File: src/design/ortap_pkg.sv
// Shared constants and types for the orientation and tap pin block
package ortap_pkg;
  // Register offsets on the plain register port
  localparam int ADDR_W = 4;
  localparam int DATA_W = 32;
  localparam logic [3:0] CTRL_OFS  = 4'h0;
  localparam logic [3:0] STAT_OFS  = 4'h4;
  localparam logic [3:0] MASK_OFS  = 4'h8;
  localparam logic [3:0] STATE_OFS = 4'hC;
  // Control field positions and reset value
  localparam int CTRL_TAP_EN = 0;
  localparam int CTRL_DBL_EN = 1;
  localparam int CTRL_WIN_LSB = 8;
  localparam int WIN_W = 8;
  localparam logic [7:0] WIN_RST = 8'h0A;
  localparam logic TAP_EN_RST = 1'b1;
  localparam logic DBL_EN_RST = 1'b0;
  // Status and mask bit positions
  localparam int NSTAT = 3;
  localparam int STAT_TAP = 0;
  localparam int STAT_ORI = 1;
  localparam int STAT_RDY = 2;
  localparam logic [2:0] MASK_RST = 3'h0;
  // Dominant axis codes from the sensing front end
  localparam logic [1:0] AX_NONE = 2'h0;
  localparam logic [1:0] AX_LAND = 2'h1;
  localparam logic [1:0] AX_PORT = 2'h2;
  localparam logic [1:0] AX_FACE = 2'h3;
  // Timing: clock rate, turn-on time, tap window tick, steadiness
  localparam int CLK_HZ = 100_000_000;
  localparam int TON_MS = 30;
  localparam int TON_CYC = TON_MS * (CLK_HZ / 1000);
  localparam int TICK_US = 1000;
  localparam int TICK_CYC = TICK_US * (CLK_HZ / 1_000_000);
  localparam int STEADY_CYC = 16;
  localparam int WCNT_W = 22;
  localparam int TICK_W = 17;

  typedef enum logic [1:0] {PWR_OFF, PWR_WARM, PWR_RUN} ortap_pwr_t;
  typedef enum logic {TAP_IDLE, TAP_WAIT} ortap_tap_t;

  // Pin pattern {portrait, landscape, sign} for an orientation code
  function automatic logic [2:0] ortap_pins(input logic [2:0] code);
    ortap_pins = {code[2:1] == AX_PORT, code[2:1] == AX_LAND, ~code[0]};
  endfunction
endpackage

File: src/design/ortap_top.sv
// Orientation pins, tap interrupt and power-down control
//
// Notes on behaviour
// - Portrait pin high only for portrait orientation
// - Landscape pin high only for landscape orientation
// - Sign pin tells the two opposite directions
// - Steady attitude classified into six orientations
// - Power-down pin low runs, high sleeps
// - Measurement chain off while power-down high
// - Outputs invalid for turn-on time after wake
// - Tap raises interrupt when tap enabled
// - Double tap needs second tap within window
`timescale 1ns/1ps
`default_nettype none
module ortap_top
  import ortap_pkg::*;
#(
  parameter int TON_CYCLES    = ortap_pkg::TON_CYC,
  parameter int TICK_CYCLES   = ortap_pkg::TICK_CYC,
  parameter int STEADY_CYCLES = ortap_pkg::STEADY_CYC
) (
  input  wire logic                        clk_sys,
  input  wire logic                        rst,
  input  wire logic                        power_down_input,
  input  wire logic [1:0]                  axis_dom,
  input  wire logic                        axis_neg,
  input  wire logic                        tap_hit,
  input  wire logic [ortap_pkg::ADDR_W-1:0] addr,
  input  wire logic [ortap_pkg::DATA_W-1:0] wr_data,
  input  wire logic                        wr_en,
  input  wire logic                        rd_en,
  output logic      [ortap_pkg::DATA_W-1:0] rd_data,
  output logic                             portrait_indicator,
  output logic                             landscape_indicator,
  output logic                             sign_output,
  output logic                             orient_valid,
  output logic                             meas_chain_en,
  output logic                             tap_int,
  output logic                             irq
);
  import ortap_pkg::*;

  typedef struct packed {
    ortap_pwr_t         pwr;
    logic [WCNT_W-1:0]  wcnt;
    logic [2:0]         cand;
    logic [7:0]         scnt;
    logic [2:0]         orient;
    logic               ovalid;
    logic               pc;
    logic               lc;
    logic               sgn;
    logic               chain;
    ortap_tap_t         tstate;
    logic [WIN_W-1:0]   tcnt;
    logic [TICK_W-1:0]  tick;
    logic               tint;
    logic               tap_en;
    logic               dbl_en;
    logic [WIN_W-1:0]   win;
    logic [NSTAT-1:0]   stat;
    logic [NSTAT-1:0]   mask;
    logic               irq;
    logic [DATA_W-1:0]  rdata;
  } ortap_state_t;

  ortap_state_t q, d;
  logic         pd_s;
  logic [2:0]   code_in;
  logic [NSTAT-1:0] ev;
  logic         tickp;

  // Power-down pin arrives asynchronously, so it is synchronised
  ortap_sync #(
    .W (1)
  ) u_pd_sync (
    .clk_sys (clk_sys),
    .rst     (rst),
    .din     (power_down_input),
    .dout    (pd_s)
  );

  assign code_in = {axis_dom, axis_neg};

  // Next-state logic for the whole block
  always_comb begin
    d = q;
    ev = '0;
    tickp = 1'b0;
    d.tint = 1'b0;
    d.rdata = '0;
    if (pd_s) begin
      d.pwr = PWR_OFF;
      d.chain = 1'b0;
      d.ovalid = 1'b0;
      d.pc = 1'b0;
      d.lc = 1'b0;
      d.sgn = 1'b0;
      d.scnt = '0;
      d.tstate = TAP_IDLE;
      d.tick = '0;
    end else begin
      unique case (q.pwr)
        PWR_OFF: begin
          d.pwr = PWR_WARM;
          d.wcnt = '0;
          d.chain = 1'b1;
        end
        PWR_WARM: begin
          if (q.wcnt == WCNT_W'(TON_CYCLES - 1)) begin
            d.pwr = PWR_RUN;
            ev[STAT_RDY] = 1'b1;
          end else begin
            d.wcnt = q.wcnt + WCNT_W'(1);
          end
        end
        PWR_RUN: begin
          // commit only after a steady run
          if (axis_dom == AX_NONE) begin
            d.scnt = '0;
          end else if (code_in != q.cand) begin
            d.cand = code_in;
            d.scnt = '0;
          end else if (q.scnt != 8'(STEADY_CYCLES - 1)) begin
            d.scnt = q.scnt + 8'h01;
          end else begin
            if (!q.ovalid || q.orient != q.cand) begin
              ev[STAT_ORI] = 1'b1;
            end
            d.orient = q.cand;
            d.ovalid = 1'b1;
            // sign from direction, face keeps both low
            // all three pins change on one edge
            {d.pc, d.lc, d.sgn} = ortap_pins(q.cand);
          end
          // Millisecond tick for the double-tap window
          if (q.tick == TICK_W'(TICK_CYCLES - 1)) begin
            d.tick = '0;
            tickp = 1'b1;
          end else begin
            d.tick = q.tick + TICK_W'(1);
          end
          unique case (q.tstate)
            TAP_IDLE: begin
              if (tap_hit && q.tap_en) begin
                if (q.dbl_en) begin
                  d.tstate = TAP_WAIT;
                  d.tcnt = q.win;
                  d.tick = '0;
                end else begin
                  d.tint = 1'b1;
                  ev[STAT_TAP] = 1'b1;
                end
              end
            end
            // second tap only inside the window
            TAP_WAIT: begin
              if (tap_hit) begin
                d.tint = 1'b1;
                ev[STAT_TAP] = 1'b1;
                d.tstate = TAP_IDLE;
              end else if (!q.tap_en || !q.dbl_en) begin
                d.tstate = TAP_IDLE;
              end else if (tickp) begin
                if (q.tcnt <= 8'h01) begin
                  d.tstate = TAP_IDLE;
                end else begin
                  d.tcnt = q.tcnt - 8'h01;
                end
              end
            end
          endcase
        end
        default: begin
          d.pwr = PWR_OFF;
        end
      endcase
    end
    // Register writes; a status event beats a same-cycle clear
    if (wr_en) begin
      unique case (addr)
        CTRL_OFS: begin
          d.tap_en = wr_data[CTRL_TAP_EN];
          d.dbl_en = wr_data[CTRL_DBL_EN];
          d.win = wr_data[CTRL_WIN_LSB +: WIN_W];
        end
        STAT_OFS: d.stat = q.stat & ~wr_data[NSTAT-1:0];
        MASK_OFS: d.mask = wr_data[NSTAT-1:0];
        default: ;
      endcase
    end
    d.stat = d.stat | ev;
    d.irq = |(d.stat & d.mask);
    // Read data stands the cycle after the strobe only
    if (rd_en) begin
      unique case (addr)
        CTRL_OFS: begin
          d.rdata[CTRL_TAP_EN] = q.tap_en;
          d.rdata[CTRL_DBL_EN] = q.dbl_en;
          d.rdata[CTRL_WIN_LSB +: WIN_W] = q.win;
        end
        STAT_OFS: d.rdata[NSTAT-1:0] = q.stat;
        MASK_OFS: d.rdata[NSTAT-1:0] = q.mask;
        STATE_OFS: begin
          d.rdata[2:0] = q.orient;
          d.rdata[3] = q.ovalid;
          d.rdata[4] = pd_s;
          d.rdata[5] = q.pwr == PWR_RUN;
          d.rdata[6] = q.tstate == TAP_WAIT;
        end
        default: ;
      endcase
    end
  end

  // State register
  always_ff @(posedge clk_sys or posedge rst) begin
    if (rst) begin
      q <= '0;
      q.pwr <= PWR_OFF;
      q.tstate <= TAP_IDLE;
      q.tap_en <= TAP_EN_RST;
      q.dbl_en <= DBL_EN_RST;
      q.win <= WIN_RST;
      q.mask <= MASK_RST;
    end else begin
      q <= d;
    end
  end

  // Outputs straight from flip-flops
  assign rd_data = q.rdata;
  assign portrait_indicator = q.pc;
  assign landscape_indicator = q.lc;
  assign sign_output = q.sgn;
  assign orient_valid = q.ovalid;
  assign meas_chain_en = q.chain;
  assign tap_int = q.tint;
  assign irq = q.irq;

  // Helper: cycles awake since the pin fell, saturating
  logic [WCNT_W-1:0] awake_q;
  always_ff @(posedge clk_sys or posedge rst) begin
    if (rst) begin
      awake_q <= '0;
    end else if (pd_s) begin
      awake_q <= '0;
    end else if (awake_q != '1) begin
      awake_q <= awake_q + WCNT_W'(1);
    end
  end
endmodule
`default_nettype wire

File: src/design/ortap_sync.sv
// Two-stage synchroniser for pin inputs
`timescale 1ns/1ps
`default_nettype none
module ortap_sync #(
  parameter int W = 1
) (
  input  wire logic         clk_sys,
  input  wire logic         rst,
  input  wire logic [W-1:0] din,
  output logic      [W-1:0] dout
);
  typedef struct packed {
    logic [W-1:0] s1;
    logic [W-1:0] s2;
  } ortap_sync_t;

  ortap_sync_t q, d;

  // First stage feeds only the second
  always_comb begin
    d = q;
    d.s1 = din;
    d.s2 = q.s1;
  end

  always_ff @(posedge clk_sys or posedge rst) begin
    if (rst) begin
      q <= '0;
    end else begin
      q <= d;
    end
  end

  assign dout = q.s2;
endmodule
`default_nettype wire

File: config.mk
export PLATFORM = sky130hd
export DESIGN_NAME = ortap_top
export DESIGN_NICKNAME = d
export VERILOG_FILES = /design/src/design/ortap_pkg.sv /design/src/design/ortap_top.sv /design/src/design/ortap_sync.sv
export SDC_FILE = /design/constraint.sdc
export NUM_CORES = 1
export LEC_CHECK = 0
export BUFFER_PORTS_ARGS = -buffer_cell sky130_fd_sc_hd__buf_4
export CORE_ASPECT_RATIO = 0.6
export CORE_MARGIN = 4
export CORE_UTILIZATION = 45
export DETAILED_ROUTE_END_ITERATION = 8
export HOLD_SLACK_MARGIN = 0.1
export PLACE_DENSITY = 0.71
export SYNTH_ARGS = -nofsm -noshare
export SYNTH_HDL_FRONTEND = slang
export SYNTH_SLANG_ARGS = --single-unit
File: constraint.sdc
create_clock -name clk_sys -period 3.1 [get_ports clk_sys]
set_input_delay 0.465 -clock clk_sys [delete_from_list [all_inputs] [get_ports clk_sys]]
set_output_delay 0.465 -clock clk_sys [all_outputs]
set_load 0.01 [all_outputs]
* Yosys cells after proc, flatten, opt, wreduce, memory -nomap -nowiden
Index checks and enable logic that the tools add are counted.
** Word-level totals
- Output and inout port bits :: 39
- Input port bits :: 45
- Word-level logic and storage cells :: 139
- Register bits after elaboration :: 104
** Operators by class
- Order comparisons :: 1
- $add $sub $neg :: 4
- Mux-type cells :: 55
- Equality and inequality tests :: 24
- Reductions and logical operators :: 22
- Bitwise operators :: 10
** Operators with widths (number)
- 2-to-1 mux 8 bit :: 9
- 2-to-1 mux 27 bit :: 2
- 2-to-1 mux 17 bit :: 3
- one-hot mux 22 bit (2 select lines) :: 1
- 2-to-1 mux 7 bit :: 4
- 2-to-1 mux 26 bit :: 1
- adder 22 x 1 -> 22 bit (second input constant) :: 1
- equality test 22 bit (second input constant) :: 1
- 2-to-1 mux 22 bit :: 1
- one-hot mux 9 bit (2 select lines) :: 1
- adder 17 x 1 -> 17 bit (second input constant) :: 1
- equality test 17 bit (second input constant) :: 1
- 2-to-1 mux 1 bit :: 17
- 2-to-1 mux 15 bit :: 1
- 2-to-1 mux 6 bit :: 2
- != test 2 bit (second input constant) :: 6
- != test 2 x 1 -> 1 bit (second input constant) :: 5
- 2-to-1 mux 3 bit :: 3
- 2-to-1 mux 9 bit :: 1
- adder 8 x 1 -> 8 bit (second input constant) :: 1
- equality test 4 bit (second input constant) :: 2
- less-or-equal comparator 8 x 1 -> 1 bit (second input constant) :: 1
- != test 8 x 4 -> 1 bit (second input constant) :: 1
- one-hot mux 2 bit (4 select lines) :: 1
- other kinds (28) :: 49

* Depth between registers and ports, before layout
- Word-level depth :: 11
- Mapped depth :: 8
- Depth with buffers taken out :: 7

* By module
Synthesis repeated with hierarchy kept, for this count alone.
** Unflattened totals
- Cells, all modules :: 555
- Area, all modules :: 5459.0 um2
** By module, submodules not included
- ortap_top :: instances 1, area each 5405.2 um2, cells each 552, seq. area each 2556.2 um2
- ortap_sync :: instances 1, area each 53.8 um2, cells each 3, seq. area each 50.0 um2

* Worst setup path after synthesis
Ideal clock, no wire load.
- Path type :: register to register
- Start :: register q[84] (netlist name)
- End :: register q[81] (netlist name)
- Buffers on the path :: 0
- Data required time :: 2.975 ns
- Arrival time :: 2.077 ns
- Period minus slack after synthesis :: 2.202 ns
- Library setup time :: 0.125 ns
- Slack :: 0.898 ns
- Cell stages (with the launch flop) :: 7
- Path through :: dfrtp_1 -> ha_1 -> nand4b_1 -> or4_4 -> or2_2 -> nor2_1 -> mux2_2
** Between the ends
- Cells in the longest elaborated chain, start to end :: 3
** RTL lines
- from (decl) :: line ortap_top.sv:67 : ortap_state_t q, d;
- != test 8 x 4 -> 1 bit :: line ortap_top.sv:124 : end else if (q.scnt != 8'(STEADY_CYCLES - 1)) begin
- NOT 1 bit (no source line)
- AND reduction 5 bit (no source line)
No other way between the ends.
A chain may end at the register's enable or synchronous reset.

* Worst setup path after layout
- Start :: register q[84] (netlist name)
- End :: register q[83] (netlist name)
The elaborated chain is that of the path after synthesis.

==> results.txt <==
IO buf count - 45
GR Util All Layers - 0.177
Top-area cell type share of the netlist area - 0.468
Status - completed
Synth Area in Adders - 0.0116
Layout net count - 624
First-pass GRT wire length - 19900 um
Post-cts hold buffer count - 0
Largest family of logic cells by synthesized area - simple AND/OR/NAND/NOR gates
Routed Antenna Nets - 0
Crit Path Category - reg2reg
Remaining global-route overflow - 0
Hpwl dp - 8350 um
Post-synthesis compound-gate area fraction - 0.133
DIE AREA - 13900 um^2
Ys async rst share - 1.00
Path depth of the worst reg2reg path - 6
Post-synth EDFFs - 0
Synth Area in XOR/XNOR - 0.0357
Max cap viols - 0
Flop2flop setup slack - 0.64 ns
Max Freq - 0.406 GHz
Setup repair after global routing missed its margin - false
Area post-placement - 5730 um^2
Slew Limit Headroom - 0.401
Final Instance Area - 6010 um^2
Hold Crit Class - in2reg
Gpl congestion - 0.869
WP data required - 3.33 ns
Post-synthesis mux area share - 0.0496
Resize count post-CTS - 0
Std-Cell Rows - 30
Antenna Cells - 0
Wire per inst - 16.0 um
Final setup fails - 0
Synth Area in Simple Gates - 0.216
Ranking of synthesized cells by area - dfrtp_1, buf_4, nand2_1
Share of layout cells above drive strength 1 - 0.187
Synth Warn # - 0
CTS root buf - clkbuf_16
Worst-path clk slew - 0.07 ns
Core Region - 11500 um^2
Worst Skew - 0.00779 ns
1st-iter DRT viols - 416
Die height - 92.8 um
Vias in the first global route - 3946
Crit path launch type - flop
Hold Path Sink - u_pd_sync.d[0]$_DFF_PP0_
Fin util - 0.522
Drt first pass iters - 5
Most common cell after layout, fill and taps aside - dfrtp_1
Post-route minimum period - 2.46 ns
Worst r2r src - q[84]$_DFFE_PP0P_
CTS tree - built
Maximum clock path buffer count - 2
Peak VDD IR - 0.283 mV
Die width - 149 um
Residual DRC count - 0
Least-Margin Pin Slew - 0.892 ns
Post-synthesis sequential area ratio - 0.483
Final period utilization - 0.794
Leakage - 2.73 nW
CTS buffer count - 9
# IOs - 84
Hold path cells - 1
Post-CTS Setup Bufs - 0
TNS Setup - 0 ns
Crit path DAT - 2.69 ns
Initial Util - 0.469
Power per cell area - 461 nW/um^2
Initial antenna violation count - 0
Post-Syn Area - 5400 um^2
Unique cell type count in the Yosys netlist - 68
Area leader, netlist - dfrtp_1
Slew Viols, Final - 0
DR vias/cell - 5.55
Max Fanout on Critical Path - 6
Routed wire length - 11800 um
Worst hold start - power_down_input
Final hold violations - 0
H-tree levels - 3
Cell count after synthesis - 545
Most frequent cells in the layout - dfrtp_1, nand2_1, buf_4
Clock Sinks - 104
Reg-to-reg endpoint - q[83]$_DFFE_PP0P_
Vias after detailed routing - 4105
Synth Register Bits - 104
Overall power - 2.77 mW
WHS - 0.225 ns
Critical path endpoint category - flop
Layout area overhead - 11.4%
Clk_lat worst skew - 0.34 ns
Largest net degree at the start of global routing - 105
Syn_area_per_cell - 9.91 um^2
Top_reg_cell synth - dfrtp_1
-- metrics by stage --
stage / setup slack [ns] / std cells
final: 0.638 / 739
after global routing: 0.463 / 739
after CTS: 0.643 / 739
after detailed placement: 0.656 / 723
after global placement: 0.678 / 723
after floorplan: 0.898 / 561
-- how the worst max path moves through the flow --
stage                                  start                end  slack [ns]  cells after the start
after floorplan            q[84]$_DFFE_PP0P_  q[81]$_DFFE_PP0P_        0.90                      6
after global placement    q[108]$_DFFE_PP0P_      irq$_DFF_PP0_        0.68                      5
after detailed placement  q[108]$_DFFE_PP0P_      irq$_DFF_PP0_        0.66                      5
after CTS                 q[108]$_DFFE_PP0P_      irq$_DFF_PP0_        0.64                      5
after global routing      q[101]$_DFFE_PP0P_      irq$_DFF_PP0_        0.46                      5
final                      q[84]$_DFFE_PP0P_  q[83]$_DFFE_PP0P_        0.64                      6
-- per-layer routing --
layer,up-vias,share of wire,global-route usage
met5,-,0,0
met4,0,0.0064,0.0373
met3,8,0.044,0.0396
met2,94,0.44,0.251
met1,2031,0.51,0.274
li1,1972,-,-
-- logic make-up after synthesis --
group | count (synthesis)
compound gates | 107
xor+xnor | 22
fa+ha+maj | 5
buf+inv | 64
flops | 104
mux | 22
other cells | 1
simple gates | 220
-- sequential cells by signal, indices dropped and copies added (netlist names) --
| signal | count |
|---|---|
| irq | 1 |
| landscape_indicator | 1 |
| meas_chain_en | 1 |
| orient_valid | 1 |
| portrait_indicator | 1 |
| q | 80 |
| rd_data | 15 |
| sign_output | 1 |
| tap_int | 1 |
| u_pd_sync.d | 1 |
| u_pd_sync.dout | 1 |
-- critical path: stages, from the launching register on --
cell,delay (ns)
dfrtp_1,0.39
ha_1,0.23
nand4b_1,0.16
or4_4,0.48
or2_2,0.33
nor2_1,0.36
mux2_2,0.39
-- cell type report --
| class | count | area [um^2] |
|---|---|---|
| clock buffers | 13 | 260 |
| well taps | 160 | 200 |
| fillers | 1016 | 5510 |
| clock inverters | 3 | 18.8 |
| flip-flops and latches | 104 | 2610 |
| repair buffers | 51 | 395 |
| inverters | 15 | 60.1 |
| multi-input cells | 393 | 2470 |
-- report_power, final --
part	internal, mW	switching, mW	leakage [nW]	total (mW)
Clock	0.589	0.485	0.140	1.07
Sequential	1.42	0.0558	1.41	1.48
Combinational	0.100	0.118	1.18	0.218
-- synth_stat cells, drive strengths merged (7+ instances only) --
cell	n
clkbuf	12
or3	7
nand2	60
nor4	8
dfrtp	101
nor2	31
nand4	9
xnor2	8
o21ai	45
nand3	28
nor3	18
buf	37
and2	12
xor2	14
a21oi	10
a22o	11
inv	15
mux2	18
and3	10
(Power assumes the default switching activity.)
